### config.mk
export PLATFORM = sky130hd
export DESIGN_NAME = usb_function_control_regs
export DESIGN_NICKNAME = d
export VERILOG_FILES = /design/src/usb_ctl_pkg.sv /design/src/usb_bus_reset_gate.sv /design/src/usb_function_control_regs.sv
export VERILOG_INCLUDE_DIRS = /design/src /design/src/src
export SDC_FILE = /design/constraint.sdc
export NUM_CORES = 1
export LEC_CHECK = 0
export BUFFER_PORTS_ARGS = -buffer_cell sky130_fd_sc_hd__buf_2
export CORE_ASPECT_RATIO = 1.25
export CORE_MARGIN = 1
export CORE_UTILIZATION = 55
export CTS_BUF_LIST = sky130_fd_sc_hd__clkbuf_4 sky130_fd_sc_hd__clkbuf_8
export DETAILED_ROUTE_END_ITERATION = 12
export GPL_TIMING_DRIVEN = 0
export PLACE_DENSITY = 0.79
export SKIP_CTS_REPAIR_TIMING = 1
export SYNTH_ARGS = -nofsm -noshare
export SYNTH_HDL_FRONTEND = slang
export SYNTH_SLANG_ARGS = --single-unit
### constraint.sdc
create_clock -name i_clk -period 2.1 [get_ports i_clk]
set_input_delay 0.525 -clock i_clk [delete_from_list [all_inputs] [get_ports i_clk]]
set_output_delay 0.525 -clock i_clk [all_outputs]
set_load 0.005 [all_outputs]
### src/usb_ctl_params.svh
// Purpose: Offsets, field positions, reset values and timing counts
// Assumes: 8-bit microcontroller data bus, 16-bit addresses, 200 MHz clock
// Notes:   Definitions only
`ifndef USB_CTL_PARAMS_SVH
`define USB_CTL_PARAMS_SVH

// ----------------------------------------------------------------------
// Register offsets
// ----------------------------------------------------------------------
`define ADDR_USB_FUNCTION_CONTROL      16'hfffc
`define ADDR_USB_EVENT_INTERRUPT_MASK  16'hfffd

// ----------------------------------------------------------------------
// Interrupt-mask field positions
// ----------------------------------------------------------------------
`define BIT_BUS_RESET_IRQ_MASK         7
`define BIT_SUSPEND_IRQ_MASK           6
`define BIT_WAKEUP_IRQ_MASK            5
`define BIT_FRAME_IRQ_MASK             4
`define BIT_PSEUDO_FRAME_IRQ_MASK      3
`define BIT_SETUP_IRQ_MASK             2
`define BIT_SETUP_OVERWRITE_IRQ_MASK   0
`define IMASK_WRITABLE                 8'hfd

// ----------------------------------------------------------------------
// Control field positions
// ----------------------------------------------------------------------
`define BIT_CONNECT                    7
`define BIT_FUNCTION_RESPOND_ENABLE    6
`define BIT_REMOTE_WAKE_REQUEST        5
`define BIT_BUS_RESET_TO_SYS_ENABLE    4
`define BIT_SHADOW_CLEAR_CONFIRM       0
`define CTRL_WRITABLE                  8'hf1

// ----------------------------------------------------------------------
// Reset values
// ----------------------------------------------------------------------
`define RESET_BYTE                     8'h00

// ----------------------------------------------------------------------
// Timing: remote wake request must be cleared by software in this time
// ----------------------------------------------------------------------
`define CLK_PERIOD_PS                  5000
`define WAKE_CLEAR_LIMIT_PS            2500000
`define WAKE_CLEAR_LIMIT_CYC  (`WAKE_CLEAR_LIMIT_PS / `CLK_PERIOD_PS)

`endif

### src/usb_ctl_pkg.sv
// Purpose: Types shared by the USB function control register block
// Assumes: Constants live in usb_ctl_params.svh
// Notes:   Packed structs carry grouped signals
package usb_ctl_pkg;

    // ------------------------------------------------------------------
    // Event group, one bit per USB event, in mask bit order
    // ------------------------------------------------------------------
    typedef logic [7:0] usb_event_vec_t;

    // Microcontroller register access request
    typedef struct packed {
        logic        wr;        // Write strobe, one cycle
        logic        rd;        // Read strobe, one cycle
        logic [15:0] addr;      // Byte address
        logic [7:0]  wdata;     // Write data
    } mcu_req_t;

    // Wake request watch states
    typedef enum logic [1:0] {
        WAKE_IDLE,
        WAKE_ACTIVE,
        WAKE_OVERDUE
    } wake_state_t;

endpackage

### src/usb_bus_reset_gate.sv
// Purpose: Synchronise the USB bus reset indication and form its effects
// Assumes: Raw bus reset level arrives from the serial engine domain
// Notes:   Produces a detect pulse and the system reset request
`timescale 1ns/1ps
`default_nettype none
module usb_bus_reset_gate (
    input  wire logic i_clk,          // System clock
    input  wire logic i_rst_b,        // Synchronised reset, active low
    input  wire logic i_bus_reset,    // Raw USB bus reset level
    input  wire logic i_sys_rst_en,   // Bus reset may reset the system
    output logic      o_detect,       // One-cycle pulse on reset start
    output logic      o_level,        // Synchronised bus reset level
    output logic      o_sys_reset     // System reset request level
);
    import usb_ctl_pkg::*;

    // ------------------------------------------------------------------
    // State
    // ------------------------------------------------------------------
    typedef struct packed {
        logic sync1;   // First synchroniser stage
        logic sync2;   // Second stage, safe to read
        logic prev;    // Delayed copy for edge detect
        logic det;     // Detect pulse
        logic sysr;    // System reset request
    } gate_state_t;

    gate_state_t st;       // Registered state
    gate_state_t next_st;  // Next state

    // Edge detect reads only the second stage
    always_comb begin
        next_st       = st;
        next_st.sync1 = i_bus_reset;
        next_st.sync2 = st.sync1;
        next_st.prev  = st.sync2;
        next_st.det   = st.sync2 & ~st.prev;
        // Request follows the bus reset only while enabled
        next_st.sysr  = st.sync2 & i_sys_rst_en;
    end

    // Register the state
    always_ff @(posedge i_clk or negedge i_rst_b) begin
        if (!i_rst_b) begin
            st <= '0;
        end else begin
            st <= next_st;
        end
    end

    assign o_detect    = st.det;
    assign o_level     = st.prev;
    assign o_sys_reset = st.sysr;
endmodule
`default_nettype wire

### src/usb_function_control_regs.sv
// Purpose: Control and interrupt-mask registers of a USB function core
// Assumes: Microcontroller bus with one-cycle read/write strobes
// Notes:   Read data is registered, valid the cycle after the strobe
`timescale 1ns/1ps
`default_nettype none
`include "usb_ctl_params.svh"
module usb_function_control_regs #(
    parameter int WAKE_LIMIT_CYC = `WAKE_CLEAR_LIMIT_CYC // Wake hold limit
) (
    input  wire logic                       i_clk,          // 200 MHz
    input  wire logic                       i_rst_b,        // Power-on
    input  wire usb_ctl_pkg::mcu_req_t      i_req,          // MCU access
    input  wire usb_ctl_pkg::usb_event_vec_t i_event_status, // Status bits
    input  wire logic                       i_bus_reset,    // Raw level
    input  wire logic                       i_shadow_clear_wr, // Clear req
    input  wire logic                       i_shadow_set_wr,   // Set req
    output logic [7:0]                      o_rdata,        // Read data
    output logic                            o_irq,          // Interrupt
    output logic                            o_dplus_pullup_output,  // Drive
    output logic                            o_dplus_pullup_oe_b,    // OE low
    output logic                            o_function_respond_enable,
    output logic                            o_resume_drive,  // Upstream
    output logic                            o_reset_output_pin, // Pin
    output logic                            o_system_reset,  // Internal
    output logic                            o_shadow_bit,    // Mode bit
    output logic                            o_wake_overdue   // Held long
);
    import usb_ctl_pkg::*;

    // ------------------------------------------------------------------
    // Reset release synchroniser
    // ------------------------------------------------------------------
    logic rst_meta;  // First stage
    logic rst_b;     // Released reset used everywhere

    // Assert at once, release after two edges
    always_ff @(posedge i_clk or negedge i_rst_b) begin
        if (!i_rst_b) begin
            rst_meta <= 1'b0;
            rst_b    <= 1'b0;
        end else begin
            rst_meta <= 1'b1;
            rst_b    <= rst_meta;
        end
    end

    // ------------------------------------------------------------------
    // State
    // ------------------------------------------------------------------
    typedef struct packed {
        logic [7:0]  ctrl;       // Function control register
        logic [7:0]  imask;      // Event interrupt mask register
        logic        shadow;     // Boot/normal mode shadow bit
        logic [7:0]  rdata;      // Registered read data
        logic        irq;        // Registered interrupt
        logic        pu_out;     // Pull-up drive value
        logic        pu_oe_b;    // Pull-up enable, low drives
        logic        function_respond_enable;        // Function enable copy
        logic        resume;     // Resume drive
        logic        reset_output_pin;       // Reset output pin
        logic        sysrst;     // System reset
        wake_state_t wake;       // Wake request watch
        logic [15:0] wake_cnt;   // Cycles wake request held
        logic        overdue;    // Wake request held too long
    } regs_state_t;

    regs_state_t st;       // Registered state
    regs_state_t next_st;  // Next state

    logic sel_ctrl;   // Control register addressed
    logic sel_imask;  // Mask register addressed

    assign sel_ctrl  = (i_req.addr == `ADDR_USB_FUNCTION_CONTROL);
    assign sel_imask = (i_req.addr == `ADDR_USB_EVENT_INTERRUPT_MASK);

    // ------------------------------------------------------------------
    // Bus reset detection
    // ------------------------------------------------------------------
    logic bus_rst_det;   // One-cycle detect pulse
    logic sys_rst_req;   // System reset request

    // Level output unused: the start pulse and the gated o_sys_reset level are all that is used here
    usb_bus_reset_gate u_gate (
        .i_clk        (i_clk),
        .i_rst_b      (rst_b),
        .i_bus_reset  (i_bus_reset),
        .i_sys_rst_en (st.ctrl[`BIT_BUS_RESET_TO_SYS_ENABLE]),
        .o_detect     (bus_rst_det),
        .o_level      (),
        .o_sys_reset  (sys_rst_req)
    );

    // ------------------------------------------------------------------
    // Next-state logic
    // ------------------------------------------------------------------
    always_comb begin
        next_st = st;

        // Writes keep only defined bits; reserved read zero
        if (i_req.wr && sel_ctrl) begin
            next_st.ctrl = i_req.wdata & `CTRL_WRITABLE;
        end
        if (i_req.wr && sel_imask) begin
            next_st.imask = i_req.wdata & `IMASK_WRITABLE;
        end

        // Bus reset clears function enable only connect, wake request, reset
        // enable and confirm bits are held
        if (bus_rst_det) begin
            next_st.ctrl[`BIT_FUNCTION_RESPOND_ENABLE] = 1'b0;
        end

        // Shadow clear needs confirm already set
        if (i_shadow_clear_wr &&
            st.ctrl[`BIT_SHADOW_CLEAR_CONFIRM]) begin
            next_st.shadow = 1'b0;
        end else if (i_shadow_set_wr) begin
            next_st.shadow = 1'b1;
        end

        // Read mux, unmapped reads zero
        if (i_req.rd && sel_ctrl) begin
            next_st.rdata = st.ctrl;
        end else if (i_req.rd && sel_imask) begin
            next_st.rdata = st.imask;
        end else if (i_req.rd) begin
            next_st.rdata = `RESET_BYTE;
        end

        // Each status bit gated by its mask bit
        next_st.irq = |(i_event_status & st.imask & `IMASK_WRITABLE);

        // Pull-up driven high while connected, else floating
        next_st.pu_out  = st.ctrl[`BIT_CONNECT];
        next_st.pu_oe_b = ~st.ctrl[`BIT_CONNECT];

        // Buffer manager respond gate
        next_st.function_respond_enable = st.ctrl[`BIT_FUNCTION_RESPOND_ENABLE];

        // Resume signalling follows the wake request
        next_st.resume = st.ctrl[`BIT_REMOTE_WAKE_REQUEST];

        // Enabled bus reset drives pin and system reset
        next_st.reset_output_pin   = sys_rst_req;
        next_st.sysrst = sys_rst_req;

        // Watch how long software leaves the wake request set
        case (st.wake)
            WAKE_IDLE: begin
                next_st.wake_cnt = '0;
                if (st.ctrl[`BIT_REMOTE_WAKE_REQUEST]) begin
                    next_st.wake = WAKE_ACTIVE;
                end
            end
            WAKE_ACTIVE: begin
                if (!st.ctrl[`BIT_REMOTE_WAKE_REQUEST]) begin
                    next_st.wake = WAKE_IDLE;
                end else if (int'(st.wake_cnt) >= WAKE_LIMIT_CYC - 1) begin
                    next_st.wake = WAKE_OVERDUE;
                end else begin
                    next_st.wake_cnt = st.wake_cnt + 16'h0001;
                end
            end
            WAKE_OVERDUE: begin
                if (!st.ctrl[`BIT_REMOTE_WAKE_REQUEST]) begin
                    next_st.wake = WAKE_IDLE;
                end
            end
            default: begin
                next_st.wake = WAKE_IDLE;
            end
        endcase

        // Registered flag, so the output comes straight from a flop
        next_st.overdue = (next_st.wake == WAKE_OVERDUE);
    end

    // ------------------------------------------------------------------
    // State register; all control bits zero at power-on
    // ------------------------------------------------------------------
    always_ff @(posedge i_clk or negedge rst_b) begin
        if (!rst_b) begin
            st         <= '0;
            st.pu_oe_b <= 1'b1;
            st.wake    <= WAKE_IDLE;
        end else begin
            st <= next_st;
        end
    end

    // Outputs straight from flip-flops
    assign o_rdata                   = st.rdata;
    assign o_irq                     = st.irq;
    assign o_dplus_pullup_output     = st.pu_out;
    assign o_dplus_pullup_oe_b       = st.pu_oe_b;
    assign o_function_respond_enable = st.function_respond_enable;
    assign o_resume_drive            = st.resume;
    assign o_reset_output_pin        = st.reset_output_pin;
    assign o_system_reset            = st.sysrst;
    assign o_shadow_bit              = st.shadow;
    assign o_wake_overdue            = st.overdue;
endmodule
`default_nettype wire

# ---- Word level (Yosys, flattened, before mapping)
# Index checks and enable logic that the tools add are counted.
dict set report totals {
  regBits 53
  latchBits 0
  ramBits 0
  romBits 0
  inputBits 39
  out_inout_bits 17
  wordCells 62
  n_memories 0
}
dict set report op_classes {
  n_addsub 1
  n_mul 0
  div 0
  order_cmp 1
  eq_ne 7
  shifts 0
  mux 15
  n_bitwise 5
  reduce_logical 12
}
# op count
set ops {}
lappend ops {{== test 16 bit (second input constant)} 2}
lappend ops {{two-way mux 16 bit} 2}
lappend ops {{case mux 16 bit (2 select lines)} 1}
lappend ops {{two-way mux 8 bit} 3}
lappend ops {{adder 16 x 1 -> 16 bit (second input constant)} 1}
lappend ops {{greater-or-equal comparator 16 x 9 -> 1 bit (second input constant)} 1}
lappend ops {{AND 8 bit} 1}
lappend ops {{two-way mux 2 bit} 4}
lappend ops {{two-way mux 7 bit} 1}
lappend ops {{OR reduction 7 bit} 1}
lappend ops {{case mux 2 bit (3 select lines)} 1}
lappend ops {{nonzero test 2 bit} 3}
lappend ops {{logical AND 1 bit} 5}
lappend ops {{== test 2 bit (second input constant)} 2}
lappend ops {{inequality test 2 bit (second input constant)} 2}
lappend ops {{two-way mux 1 bit} 3}
lappend ops {{AND reduction 3 bit} 1}
lappend ops {{nonzero test 3 bit} 1}
lappend ops {{AND 1 bit} 2}
lappend ops {{== test 2 x 1 -> 1 bit (second input constant)} 1}
lappend ops {{logical NOT 2 bit} 1}
lappend ops {{inverter 1 bit} 2}

# ---- Longest topological paths before layout
# Gate-level depths: netlist of run 1.
dict set report depth {
  depth_word 5
  mapped_depth 6
  depth_no_buf 5
}

# ---- Modules after synthesis
# Synthesis of run 1 repeated with hierarchy kept, for this count alone.
dict set report hier_totals {
  hier_cells 187
  hier_area_um2 2189.6
}
# mod n_inst cells_per_inst area_each_um2 seq_area_each_um2
set by_module_without_submodules {}
lappend by_module_without_submodules {usb_function_control_regs 1 180 2044.5 1177.4}
lappend by_module_without_submodules {usb_bus_reset_gate 1 7 145.1 125.1}

# ---- Least setup slack after synthesis of run 1
# No wires, ideal clock.
dict set report synth_timing {
  kind {register to register}
  from {register st[1] (netlist bit)}
  to {register st[4] (netlist bit)}
  setup_time_ns 0.069
  t_arrival_ns 1.836
  t_required_ns 2.031
  path_slack_ns 0.195
  path_stages_with_launch 7
  path_buffers 1
  period_less_slack_ns 1.905
  path_cell_list {dfrtp_1 -> ha_1 -> or3_1 -> and3_4 -> buf_6 -> or4_1 -> nand3_1}
}
dict set report synth_via {
  elab_chain_cells 4
  word_cells_on_any_way 7
  cone_classes {add/sub (1); order compare (1); eq/ne (1); mux (3); reduce/logical (1)}
}
# element line_no
set synth_rtl {}
lappend synth_rtl {{start, declared} usb_function_control_regs.sv:67} ;# regs_state_t st;
lappend synth_rtl {{start signal, assigned} usb_function_control_regs.sv:187} ;# st <= next_st;
lappend synth_rtl {{adder 16 x 1 -> 16 bit} usb_function_control_regs.sv:161} ;# next_st.wake_cnt = st.wake_cnt + 16'h0001;
lappend synth_rtl {{two-way mux 16 bit} usb_function_control_regs.sv:158} ;# end else if (int'(st.wake_cnt) >= WAKE_LIMIT_CYC - 1) begin
lappend synth_rtl {{two-way mux 16 bit} usb_function_control_regs.sv:156} ;# if (!st.ctrl[`BIT_REMOTE_WAKE_REQUEST]) begin
lappend synth_rtl {{case mux 16 bit (2 select lines)} usb_function_control_regs.sv:148} ;# case (st.wake)
# Several ways; a longest one is shown, not always the timed one. The select of a mux whose other input is x is not followed.
# A chain may end at the register's enable or synchronous reset.

# ---- Final worst setup path of run 1
# Ends and elaborated chain as after synthesis.

==> flow_summary_export.csv, run 1 <==
group,metric,value,unit
outcome,outcome,"finished, final reports clean",
finish,layout.filler_cells,279,
clocking,path_clk_slew,0.09,ns
logic_synthesis,post_synth.cell_area_avg,11.62,um2
finish,diodes,0,
finish,post_layout_nonfiller_instances,309,
worst_setup_path,worst_ep_required,2.34,ns
worst_hold_path,hold_path_class,"reg -> async",
logic_synthesis,synthDominantCellAreaShare,0.5664,
sta,final_setup_vio_count,0,
floorplanning,design.die.area,4359,um2
logic_synthesis,synthMostInstantiatedCell,"dfrtp_1",
logic_synthesis,synth_ff_type,"dfrtp_1",
sta,rsz_0062_raised_after_global_routing,"no",
sta,final_cycle_utilization_of_the_critical_path,0.9512,
worst_setup_path,critical_path_peak_fanout,10,
floorplanning,starting_density_of_the_core,0.5857,
finish,layout.nets,294,
logic_synthesis,synth.ff_latch_count,52,
drt,detailedRoute.firstPassIterationCount,4,
drt,detail_route.wirelength,4626,um
worst_setup_path,critical_path.slowest_cell,"or4_1",
clocking,clock_insertion_delay_worst_skew,0.30,ns
place,hpwl,3349,um
floorplanning,chipHeight,73.57,um
finish,layout-drive-gt1-share,0.3529,
sta,timing.slew.headroom,0.5951,
global_route,vias_in_the_first_global_route,1664,
logic_synthesis,yosysWarningCount,0,
sta,timing_max_transition_violations_final,0,
logic_synthesis,post_synth_and_or_nand_nor_area_fraction,0.1832,
drt,detail-route-antenna-nets,0,
global_route,number_of_antenna_violations_at_the_first_check_in_global_routing,0,
logic_synthesis,largest_family_of_logic_cells_by_synthesized_area,"simple AND/OR/NAND/NOR gates",
clocking,clk_path_buf_depth,2,
logic_synthesis,total_standard_cell_area_after_synthesis,2253,um2
logic_synthesis,synth_largest_area_cell,"dfrtp_1",
logic_synthesis,yosysUniqueCellTypes,41,
drt,detail_route.vias_per_cell,5.544,
floorplanning,die-width,59.25,um
worst_setup_path,arrival,2.23,ns
finish,final_core_utilization,0.7060,
floorplanning,count_of_standard_cell_rows,25,
worst_setup_path,critical_path_class,"reg -> reg",
sta,hold-worst-slack,0.1398,ns
place,dp_cells,300,
logic_synthesis,syn_nets,234,
logic_synthesis,synth_adder_area_share,0.005552,
sta,achievable-frequency,0.5006,GHz
pwr,power_density,615.8,nW/um2
logic_synthesis,synth_seq_area_share,0.5780,
logic_synthesis,synth_compound_area_frac,0.08995,
sta,fin_skew,0.007548,ns
logic_synthesis,netlist_instances,194,
clocking,level_count_of_the_clock_h_tree,2,
worst_setup_path,cp_cell_sequence,"ha_2, or3_1, and3_4, buf_6, or4_1, nand3_1",
sta,hold_violations,0,
pwr,ir_worst_vdd,0.0004690,V
sta,max_slew.worst_pin.slew,0.6018,ns
clocking,cts_inserted_buffers,5,
place,place.port_buffers,51,
worst_setup_path,worst_setup_path_end_kind,"register",
logic_synthesis,async_flop_share,1.000,
logic_synthesis,edff_count_synth,0,
logic_synthesis,yosys.area_share.xor_xnor,0,
finish,layout_stage_area_growth_over_the_synthesis_result,20.54,%
floorplanning,ioPinCount,56,
sta,layout_min_cycle_time,1.997,ns
drt,num_vias,1713,
drt,detailedRoute.firstIterationViolations,82,
global_route,global_route_usage_over_all_layers,0.2386,
worst_setup_path,reg2regPathDepth,6,
flow_run,cap_violations,0,
logic_synthesis,synth_top_cells_by_count,"dfrtp_1 (51), mux2_2 (11), nand2_1 (10), nor2b_1 (10)",
global_route,globalRouteOverflowTotal,0,
clocking,cts_num_sinks,52,
pwr,static-leakage-power,0.001295,uW
floorplanning,design.core.area,3847,um2
clocking,cts_root_buf,"clkbuf_8",
logic_synthesis,yosys-mux-area-fraction,0.08162,
sta,tns,0,ns
logic_synthesis,synth_area_leaders,"dfrtp_1 (57%), mux2_2 (5.5%), buf_4 (3.0%)",
place,gpl.final_weighted_congestion,0.8050,
clocking,cts_tree,"yes",
global_route,grt_first_pass_wirelength,7734,um
worst_setup_path,max_stage_delay,0.49,ns
drt,wl_per_cell,14.97,um
global_route,grt_max_degree,40,
worst_setup_path,worst_setup_path_start_kind,"register",
drt,drcViolationCount,0,
## path summary, 6_finish.rpt
path | start | endpoint | slack, ns
min reg2reg | rst_b | st[6] | 0.14
min in group i_clk | i_bus_reset | u_gate.next_st[3] | 0.33
max | st[1] | st[4] | 0.10
max in group asynchronous | rst_b | o_dplus_pullup_oe_b | 1.42
min | rst_b | st[6] | 0.14
max reg2reg | st[1] | st[4] | 0.10
## through the flow
step	setup WS [ns]	cell area, um2	power, uW
final	0.1026	2716	1673
after detailed placement	-0.1346	2597	1105
after CTS	0.08243	2695	1693
after global placement	-0.09252	2576	1099
after floorplan	0.1950	2253	1055
after global routing	0.01686	2716	1744
## sequential cells by signal, indices dropped and copies added (netlist names)
register,cells
rst_meta,1
o_resume_drive,1
u_gate.next_st,2
st,27
u_gate.o_sys_reset,1
u_gate.o_detect,1
o_irq,1
next_st,3
u_gate.o_level,1
o_wake_overdue,1
rst_b,1
o_function_respond_enable,1
o_rdata,7
o_shadow_bit,1
o_system_reset,1
o_dplus_pullup_output,1
o_dplus_pullup_oe_b,1
## critical path, delay by kind of cell, from the launching register on
family | cells | cell delay [ns]
and+or+nand+nor | 4 | 1.14
DFF | 1 | 0.43
adders and majority gates | 1 | 0.23
buffers and inverters | 1 | 0.14
## metal layers
metal | vias up | wire length, um | GRT usage
met5 | - | 0 | 0
met4 | 0 | 59 | 0.09788
met3 | 9 | 186 | 0.04577
met2 | 52 | 2475 | 0.4107
met1 | 836 | 1905 | 0.2901
li1 | 816 | - | -
## power by group
group | switching [uW] | internal, uW | total [uW] | leakage, uW
clock | 305 | 281 | 586 | 0.0000479
sequential | 6.41 | 1010 | 1010 | 0.000704
combinational | 39.2 | 35.1 | 74.2 | 0.000543
total | 350 | 1320 | 1670 | 0.00130
## kinds of logic after synthesis
| logic type | after synthesis |
|---|---|
| mux | 17 |
| other cells | 2 |
| buf+inv | 24 |
| simple gates | 67 |
| flops | 52 |
| fa+ha+maj | 1 |
| compound gates | 31 |
## cell usage in the layout (no fill, tap or decap), types with 6 or more instances in the layout
cell type,synthesis,final
or4_1,6,6
mux2i_1,6,6
nand2_1,10,10
inv_1,8,8
dfrtp_1,51,50
nor2b_1,10,10
buf_4,9,9
nand3_1,9,9
nand4_1,9,9
buf_2,0,51
clkbuf_8,0,6
mux2_2,11,11
a21oi_1,6,6
## area by class of cell
cell class              count  area, um2  share of cell area
clock buffers               7      90.09             0.03316
flip-flops and latches     52       1304              0.4800
inverters                   8      30.03             0.01105
plain buffers              16      101.3             0.03731
repair buffers             53      285.3              0.1050
clock inverters             1      7.507            0.002764
well taps                  54      67.56             0.02487
multi-input cells         118      830.8              0.3058
Power figures use the tool's default switching activity.
==> run 2, diff against run 1 <==
--- a/config.mk
+++ b/config.mk
@@ -10,11 +10,11 @@
 export CORE_ASPECT_RATIO = 1.25
 export CORE_MARGIN = 1
 export CORE_UTILIZATION = 55
-export CTS_BUF_LIST = sky130_fd_sc_hd__clkbuf_4 sky130_fd_sc_hd__clkbuf_8
+export CTS_BUF_LIST = sky130_fd_sc_hd__clkbuf_8
 export DETAILED_ROUTE_END_ITERATION = 12
-export GPL_TIMING_DRIVEN = 0
 export PLACE_DENSITY = 0.79
 export SKIP_CTS_REPAIR_TIMING = 1
 export SYNTH_ARGS = -nofsm -noshare
 export SYNTH_HDL_FRONTEND = slang
 export SYNTH_SLANG_ARGS = --single-unit
+export TNS_END_PERCENT = 1
==> flow_summary_export.csv, run 2 (synthesized netlist as in run 1, its figures left out) <==
group,metric,value,unit
outcome,outcome,"finished, final reports clean",
place,placed_area,2561,um2
clocking,level_count_of_the_clock_h_tree,2,
finish,finalInstanceArea,2671,um2
drt,detailedRoute.firstIterationViolations,60,
worst_setup_path,reg2reg_from,"st[1]",
sta,achievable-frequency,0.5066,GHz
worst_setup_path,critical_path_peak_fanout,14,
pwr,ir_worst_vdd,0.0005033,V
flow_run,cap_violations,0,
finish,diodes,0,
sta,final_cycle_utilization_of_the_critical_path,0.9400,
worst_setup_path,worst_ep_required,2.33,ns
drt,wl_per_cell,14.11,um
clocking,cts_tree,"yes",
finish,layout.nets,287,
finish,layout_stage_area_growth_over_the_synthesis_result,18.55,%
worst_setup_path,worst_setup_path_end_kind,"register",
drt,drcViolationCount,0,
worst_setup_path,regToRegEndpoint,"st[5]",
sta,timing_max_transition_violations_final,0,
worst_setup_path,arrival,2.21,ns
global_route,grt_max_degree,37,
clocking,cts_num_sinks,52,
floorplanning,chipHeight,73.57,um
place,place.port_buffers,52,
global_route,grt_first_pass_wirelength,7465,um
global_route,vias_in_the_first_global_route,1711,
finish,layout_commonest_cell,"buf_2",
clocking,cts_inserted_buffers,5,
sta,tns,0,ns
sta,layout_min_cycle_time,1.974,ns
global_route,globalRouteOverflowTotal,0,
drt,detailedRoute.firstPassIterationCount,4,
drt,detail-route-antenna-nets,0,
worst_setup_path,critical_path.startpoint,"st[1]",
finish,layout.filler_cells,290,
sta,fin_skew,0.008478,ns
finish,leading_cell_types_in_the_layout_fill_and_taps_excluded,"buf_2 (52), dfrtp_1 (50), mux2_2 (11), nand2_1 (10), nor2b_1 (10)",
sta,hold_violations,0,
clocking,cts_root_buf,"clkbuf_8",
place,dp_cells,293,
place,hpwl,3001,um
finish,largest_register_ffs,27,
floorplanning,ioPinCount,56,
worst_hold_path,hold_path_class,"reg -> async",
floorplanning,starting_density_of_the_core,0.5857,
pwr,static-leakage-power,0.001275,uW
drt,detail_route.wirelength,4262,um
clocking,clock_insertion_delay_worst_skew,0.30,ns
drt,num_vias,1648,
clocking,path_clk_slew,0.09,ns
sta,hold-worst-slack,0.1701,ns
finish,layout-drive-gt1-share,0.3548,
pwr,power_density,620.5,nW/um2
drt,detail_route.vias_per_cell,5.457,
floorplanning,die-width,59.25,um
finish,post_layout_nonfiller_instances,302,
clocking,clk_path_buf_depth,2,
place,gpl.final_weighted_congestion,0.7834,
worst_setup_path,reg2reg_setup_slack,0.13,ns
floorplanning,count_of_standard_cell_rows,25,
sta,final_setup_vio_count,0,
worst_setup_path,critical_path_class,"reg -> reg",
global_route,global_route_usage_over_all_layers,0.2330,
finish,area_used_by_multi_input_combinational_logic,825.8,um2
finish,largest_register,"st",
floorplanning,design.core.area,3847,um2
global_route,number_of_antenna_violations_at_the_first_check_in_global_routing,0,
finish,final-seq-area,1304,um2
sta,rsz_0062_raised_after_global_routing,"no",
worst_setup_path,reg2regPathDepth,5,
worst_setup_path,worst_setup_path_start_kind,"register",
floorplanning,design.die.area,4359,um2
==> run 2: cell type report <==
cell class                 instances  share of cell area
sequential                        52              0.4881
multi-input combinational        118              0.3091
timing repair buffer              62              0.1311
clock buffer                       6             0.03091
tap                               54             0.02529
inverter                           8             0.01124
clock inverter                     2            0.004215
==> run 2: worst max-delay path, cell delays in order, from the launching register on <==
cell     delay [ns]
dfrtp_1        0.43
ha_1           0.23
or3_1          0.33
and3_4         0.25
or4_1          0.51
a21oi_1        0.16
==> run 2: how the worst max path moves through the flow <==
stage / slack (ns) / to / depth (start not counted)
floorplan: 0.20 / st[4] / 6
global placement: 0.11 / next_st[24] / 6
detailed placement: 0.12 / st[43] / 6
CTS: 0.12 / st[5] / 5
global route: 0.0006 / st[5] / 5
finish: 0.13 / st[5] / 5
==> run 2: power breakdown <==
part,internal (uW),switching [uW]
Sequential,1010,7.27
Clock,263,311
Combinational,33.7,36.2
Total,1300,354
==> run 2: per-stage QoR <==
stage / worst slack [ns] / utilization / total power (uW)
6_report: 0.1261 / 0.6943 / 1657
5_1_grt: 0.0006222 / 0.6943 / 1717
4_1_cts: 0.1219 / 0.6901 / 1681
3_5_place_dp: 0.1223 / 0.6657 / 1103
3_3_place_gp: 0.1101 / 0.6657 / 1102
2_1_floorplan: 0.1950 / - / 1055
==> run 2: metal layers <==
| layer | track usage | vias up | wire length (um) |
|---|---|---|---|
| met4 | 0.1190 | 0 | 108 |
| met2 | 0.4045 | 51 | 2203 |
| met3 | 0.04577 | 8 | 187 |
| met1 | 0.2682 | 778 | 1763 |
| li1 | - | 811 | - |
| met5 | 0 | - | 0 |
==> run 3, diff against run 2 <==
--- a/config.mk
+++ b/config.mk
@@ -6,13 +6,15 @@
 export SDC_FILE = /design/constraint.sdc
 export NUM_CORES = 1
 export LEC_CHECK = 0
+export ABC_CLOCK_PERIOD_IN_PS = 2100
 export BUFFER_PORTS_ARGS = -buffer_cell sky130_fd_sc_hd__buf_2
 export CORE_ASPECT_RATIO = 1.25
 export CORE_MARGIN = 1
 export CORE_UTILIZATION = 55
 export CTS_BUF_LIST = sky130_fd_sc_hd__clkbuf_8
 export DETAILED_ROUTE_END_ITERATION = 12
-export PLACE_DENSITY = 0.79
+export PLACE_DENSITY_LB_ADDON = 0.05
+export REMOVE_ABC_BUFFERS = 1
 export SKIP_CTS_REPAIR_TIMING = 1
 export SYNTH_ARGS = -nofsm -noshare
 export SYNTH_HDL_FRONTEND = slang
==> flow_summary_export.csv, run 3 (synthesized netlist as in run 1, its figures left out) <==
group,metric,value,unit
pwr,ir_worst_vdd,0.0005258,V
finish,largest_register_ffs,27,
drt,m1WireLength,1819,um
worst_setup_path,crit_family,"simple AND/OR/NAND/NOR gates",
sta,final_cycle_utilization_of_the_critical_path,0.9425,
finish,layout.filler_cells,306,
pwr,switching_share,0.2072,
sta,hold-worst-slack,0.2535,ns
floorplanning,design.core.area,3847,um2
pwr,power.sequential.fraction,0.580,
finish,area_used_by_multi_input_combinational_logic,819.5,um2
drt,detail_route.wirelength,4295,um
drt,detailroute.wirelength.met3,165,um
sta,fin_skew,0.007361,ns
drt,wl_per_cell,14.27,um
sta,layout_min_cycle_time,1.979,ns
global_route,global_route_usage_over_all_layers,0.2240,
worst_setup_path,max_stage_delay,0.51,ns
worst_setup_path,reg2regPathDepth,5,
flow_run,cap_violations,0,
drt,drcViolationCount,0,
place,preCtsSetupSlack,0.1149,ns
finish,layout_stage_area_growth_over_the_synthesis_result,18.16,%
clocking,clk_path_buf_depth,2,
pwr,comb_power_share,0.038,
global_route,grt_max_degree,28,
pwr,static-leakage-power,0.001270,uW
sta,post-route-worst-setup-slack,0.1208,ns
clocking,path_clk_slew,0.09,ns
clocking,cts_root_buf,"clkbuf_8",
clocking,cts_tree,"yes",
global_route,grt_first_pass_wirelength,7065,um
floorplanning,die-width,59.25,um
drt,detail-route-antenna-nets,0,
place,place.port_buffers,52,
worst_setup_path,critical_path.startpoint,"st[1]",
drt,route.top_layer_used,"met4",
worst_setup_path,critical_path_peak_fanout,14,
sta,tns,0,ns
sta,timing_max_transition_violations_final,0,
worst_setup_path,worst-path-stages,5,
pwr,cellInternalPower,1391,uW
worst_setup_path,critPathBufInv,0,
finish,final-seq-area,1304,um2
worst_setup_path,arrival,2.21,ns
floorplanning,starting_density_of_the_core,0.5857,
worst_setup_path,critical_path.endpoint,"st[7]",
pwr,p_switching,363.6,uW
clocking,clock_insertion_delay_worst_skew,0.31,ns
worst_setup_path,worst_ep_required,2.33,ns
sta,max_slew.worst_pin.slew,0.5463,ns
finish,diodes,0,
clocking,cts_num_sinks,52,
worst_setup_path,reg2reg_from,"st[1]",
clocking,level_count_of_the_clock_h_tree,2,
place,gpl.final_weighted_congestion,0.8901,
drt,detailedRoute.firstPassIterationCount,4,
pwr,p_clk_frac,0.383,
floorplanning,design.die.area,4359,um2
floorplanning,ioPinCount,56,
sta,rsz_0062_raised_after_global_routing,"no",
worst_setup_path,worst_setup_path_end_kind,"register",
global_route,vias_in_the_first_global_route,1599,
worst_setup_path,cp_cell_sequence,"ha_1, or3_1, and3_4, or4_1, a21oi_1",
finish,layout-drive-gt1-share,0.3522,
clocking,cts_inserted_buffers,5,
pwr,power_density,659.1,nW/um2
floorplanning,count_of_standard_cell_rows,25,
finish,layout_commonest_cell,"buf_2",
global_route,number_of_antenna_violations_at_the_first_check_in_global_routing,0,
drt,wl_met2,2197,um
sta,achievable-frequency,0.5053,GHz
worst_setup_path,critical_path_class,"reg -> reg",
worst_setup_path,worst_setup_path_start_kind,"register",
worst_hold_path,hold_path_class,"reg -> async",
place,hpwl,3193,um
pwr,post-layout-total-power,1755,uW
worst_setup_path,regToRegEndpoint,"st[7]",
finish,largest_register,"st",
worst_setup_path,critical_path.slowest_cell,"or4_1",
drt,detail_route.vias_per_cell,5.545,
drt,detailedRoute.firstIterationViolations,101,
finish,layout.nets,286,
outcome,outcome,"finished, final reports clean",
sta,hold_violations,0,
global_route,globalRouteOverflowTotal,0,
drt,num_vias,1669,
floorplanning,chipHeight,73.57,um
worst_setup_path,reg2reg_setup_slack,0.12,ns
sta,final_setup_vio_count,0,
sta,timing.slew.headroom,0.6325,
finish,leading_cell_types_in_the_layout_fill_and_taps_excluded,"buf_2 (52), dfrtp_1 (50), mux2_2 (11), nand2_1 (10), nor2b_1 (10)",
[run 3: changes by cell type in the layout (fill, tap and decap cells not counted), sizes merged]
cell    delta
buf        -1
bufinv     +1
clkbuf     -1
clkinv     +1
inv        -1
[run 3: routing by layer]
layer / vias up / global-route usage
met5: - / 0
met4: 0 / 0.1296
met3: 12 / 0.04930
met2: 45 / 0.3858
met1: 815 / 0.2509
li1: 797 / -
[run 3: final cells by class]
class | count | share of cell area
clock buffers | 5 | 0.02585
clock inverters | 3 | 0.01598
inverters | 8 | 0.01128
multi-input cells | 118 | 0.3078
flip-flops and latches | 52 | 0.4897
well taps | 54 | 0.02538
repair buffers | 61 | 0.1241
[run 3: power groups by stage]
stage                     clock network (uW)  registers [uW]  logic, uW
final                                    672            1020       65.9
after global routing                     722            1020       73.6
after CTS                                694            1020       64.6
after detailed placement                   0            1040       64.6
after global placement                     0            1040       61.3
after floorplan                            0            1040       7.20
[run 3: how the worst min path moves through the flow]
stage	from	endpoint	depth (start not counted)
after global placement	rst_b	u_gate.next_st[3]	0
final	rst_b	st[15]	0
after CTS	i_rst_b	rst_b	1
after detailed placement	rst_b	u_gate.next_st[3]	0
after floorplan	i_rst_b	rst_b	0
after global routing	rst_b	o_system_reset	0
[run 3: stage by stage]
stage / std cells / cell area, um2 / util
finish: 301 / 2663 / 0.6920
global route: 301 / 2663 / 0.6920
CTS: 300 / 2653 / 0.6894
detailed placement: 292 / 2541 / 0.6605
global placement: 292 / 2541 / 0.6605
floorplan: 178 / 2152 / -
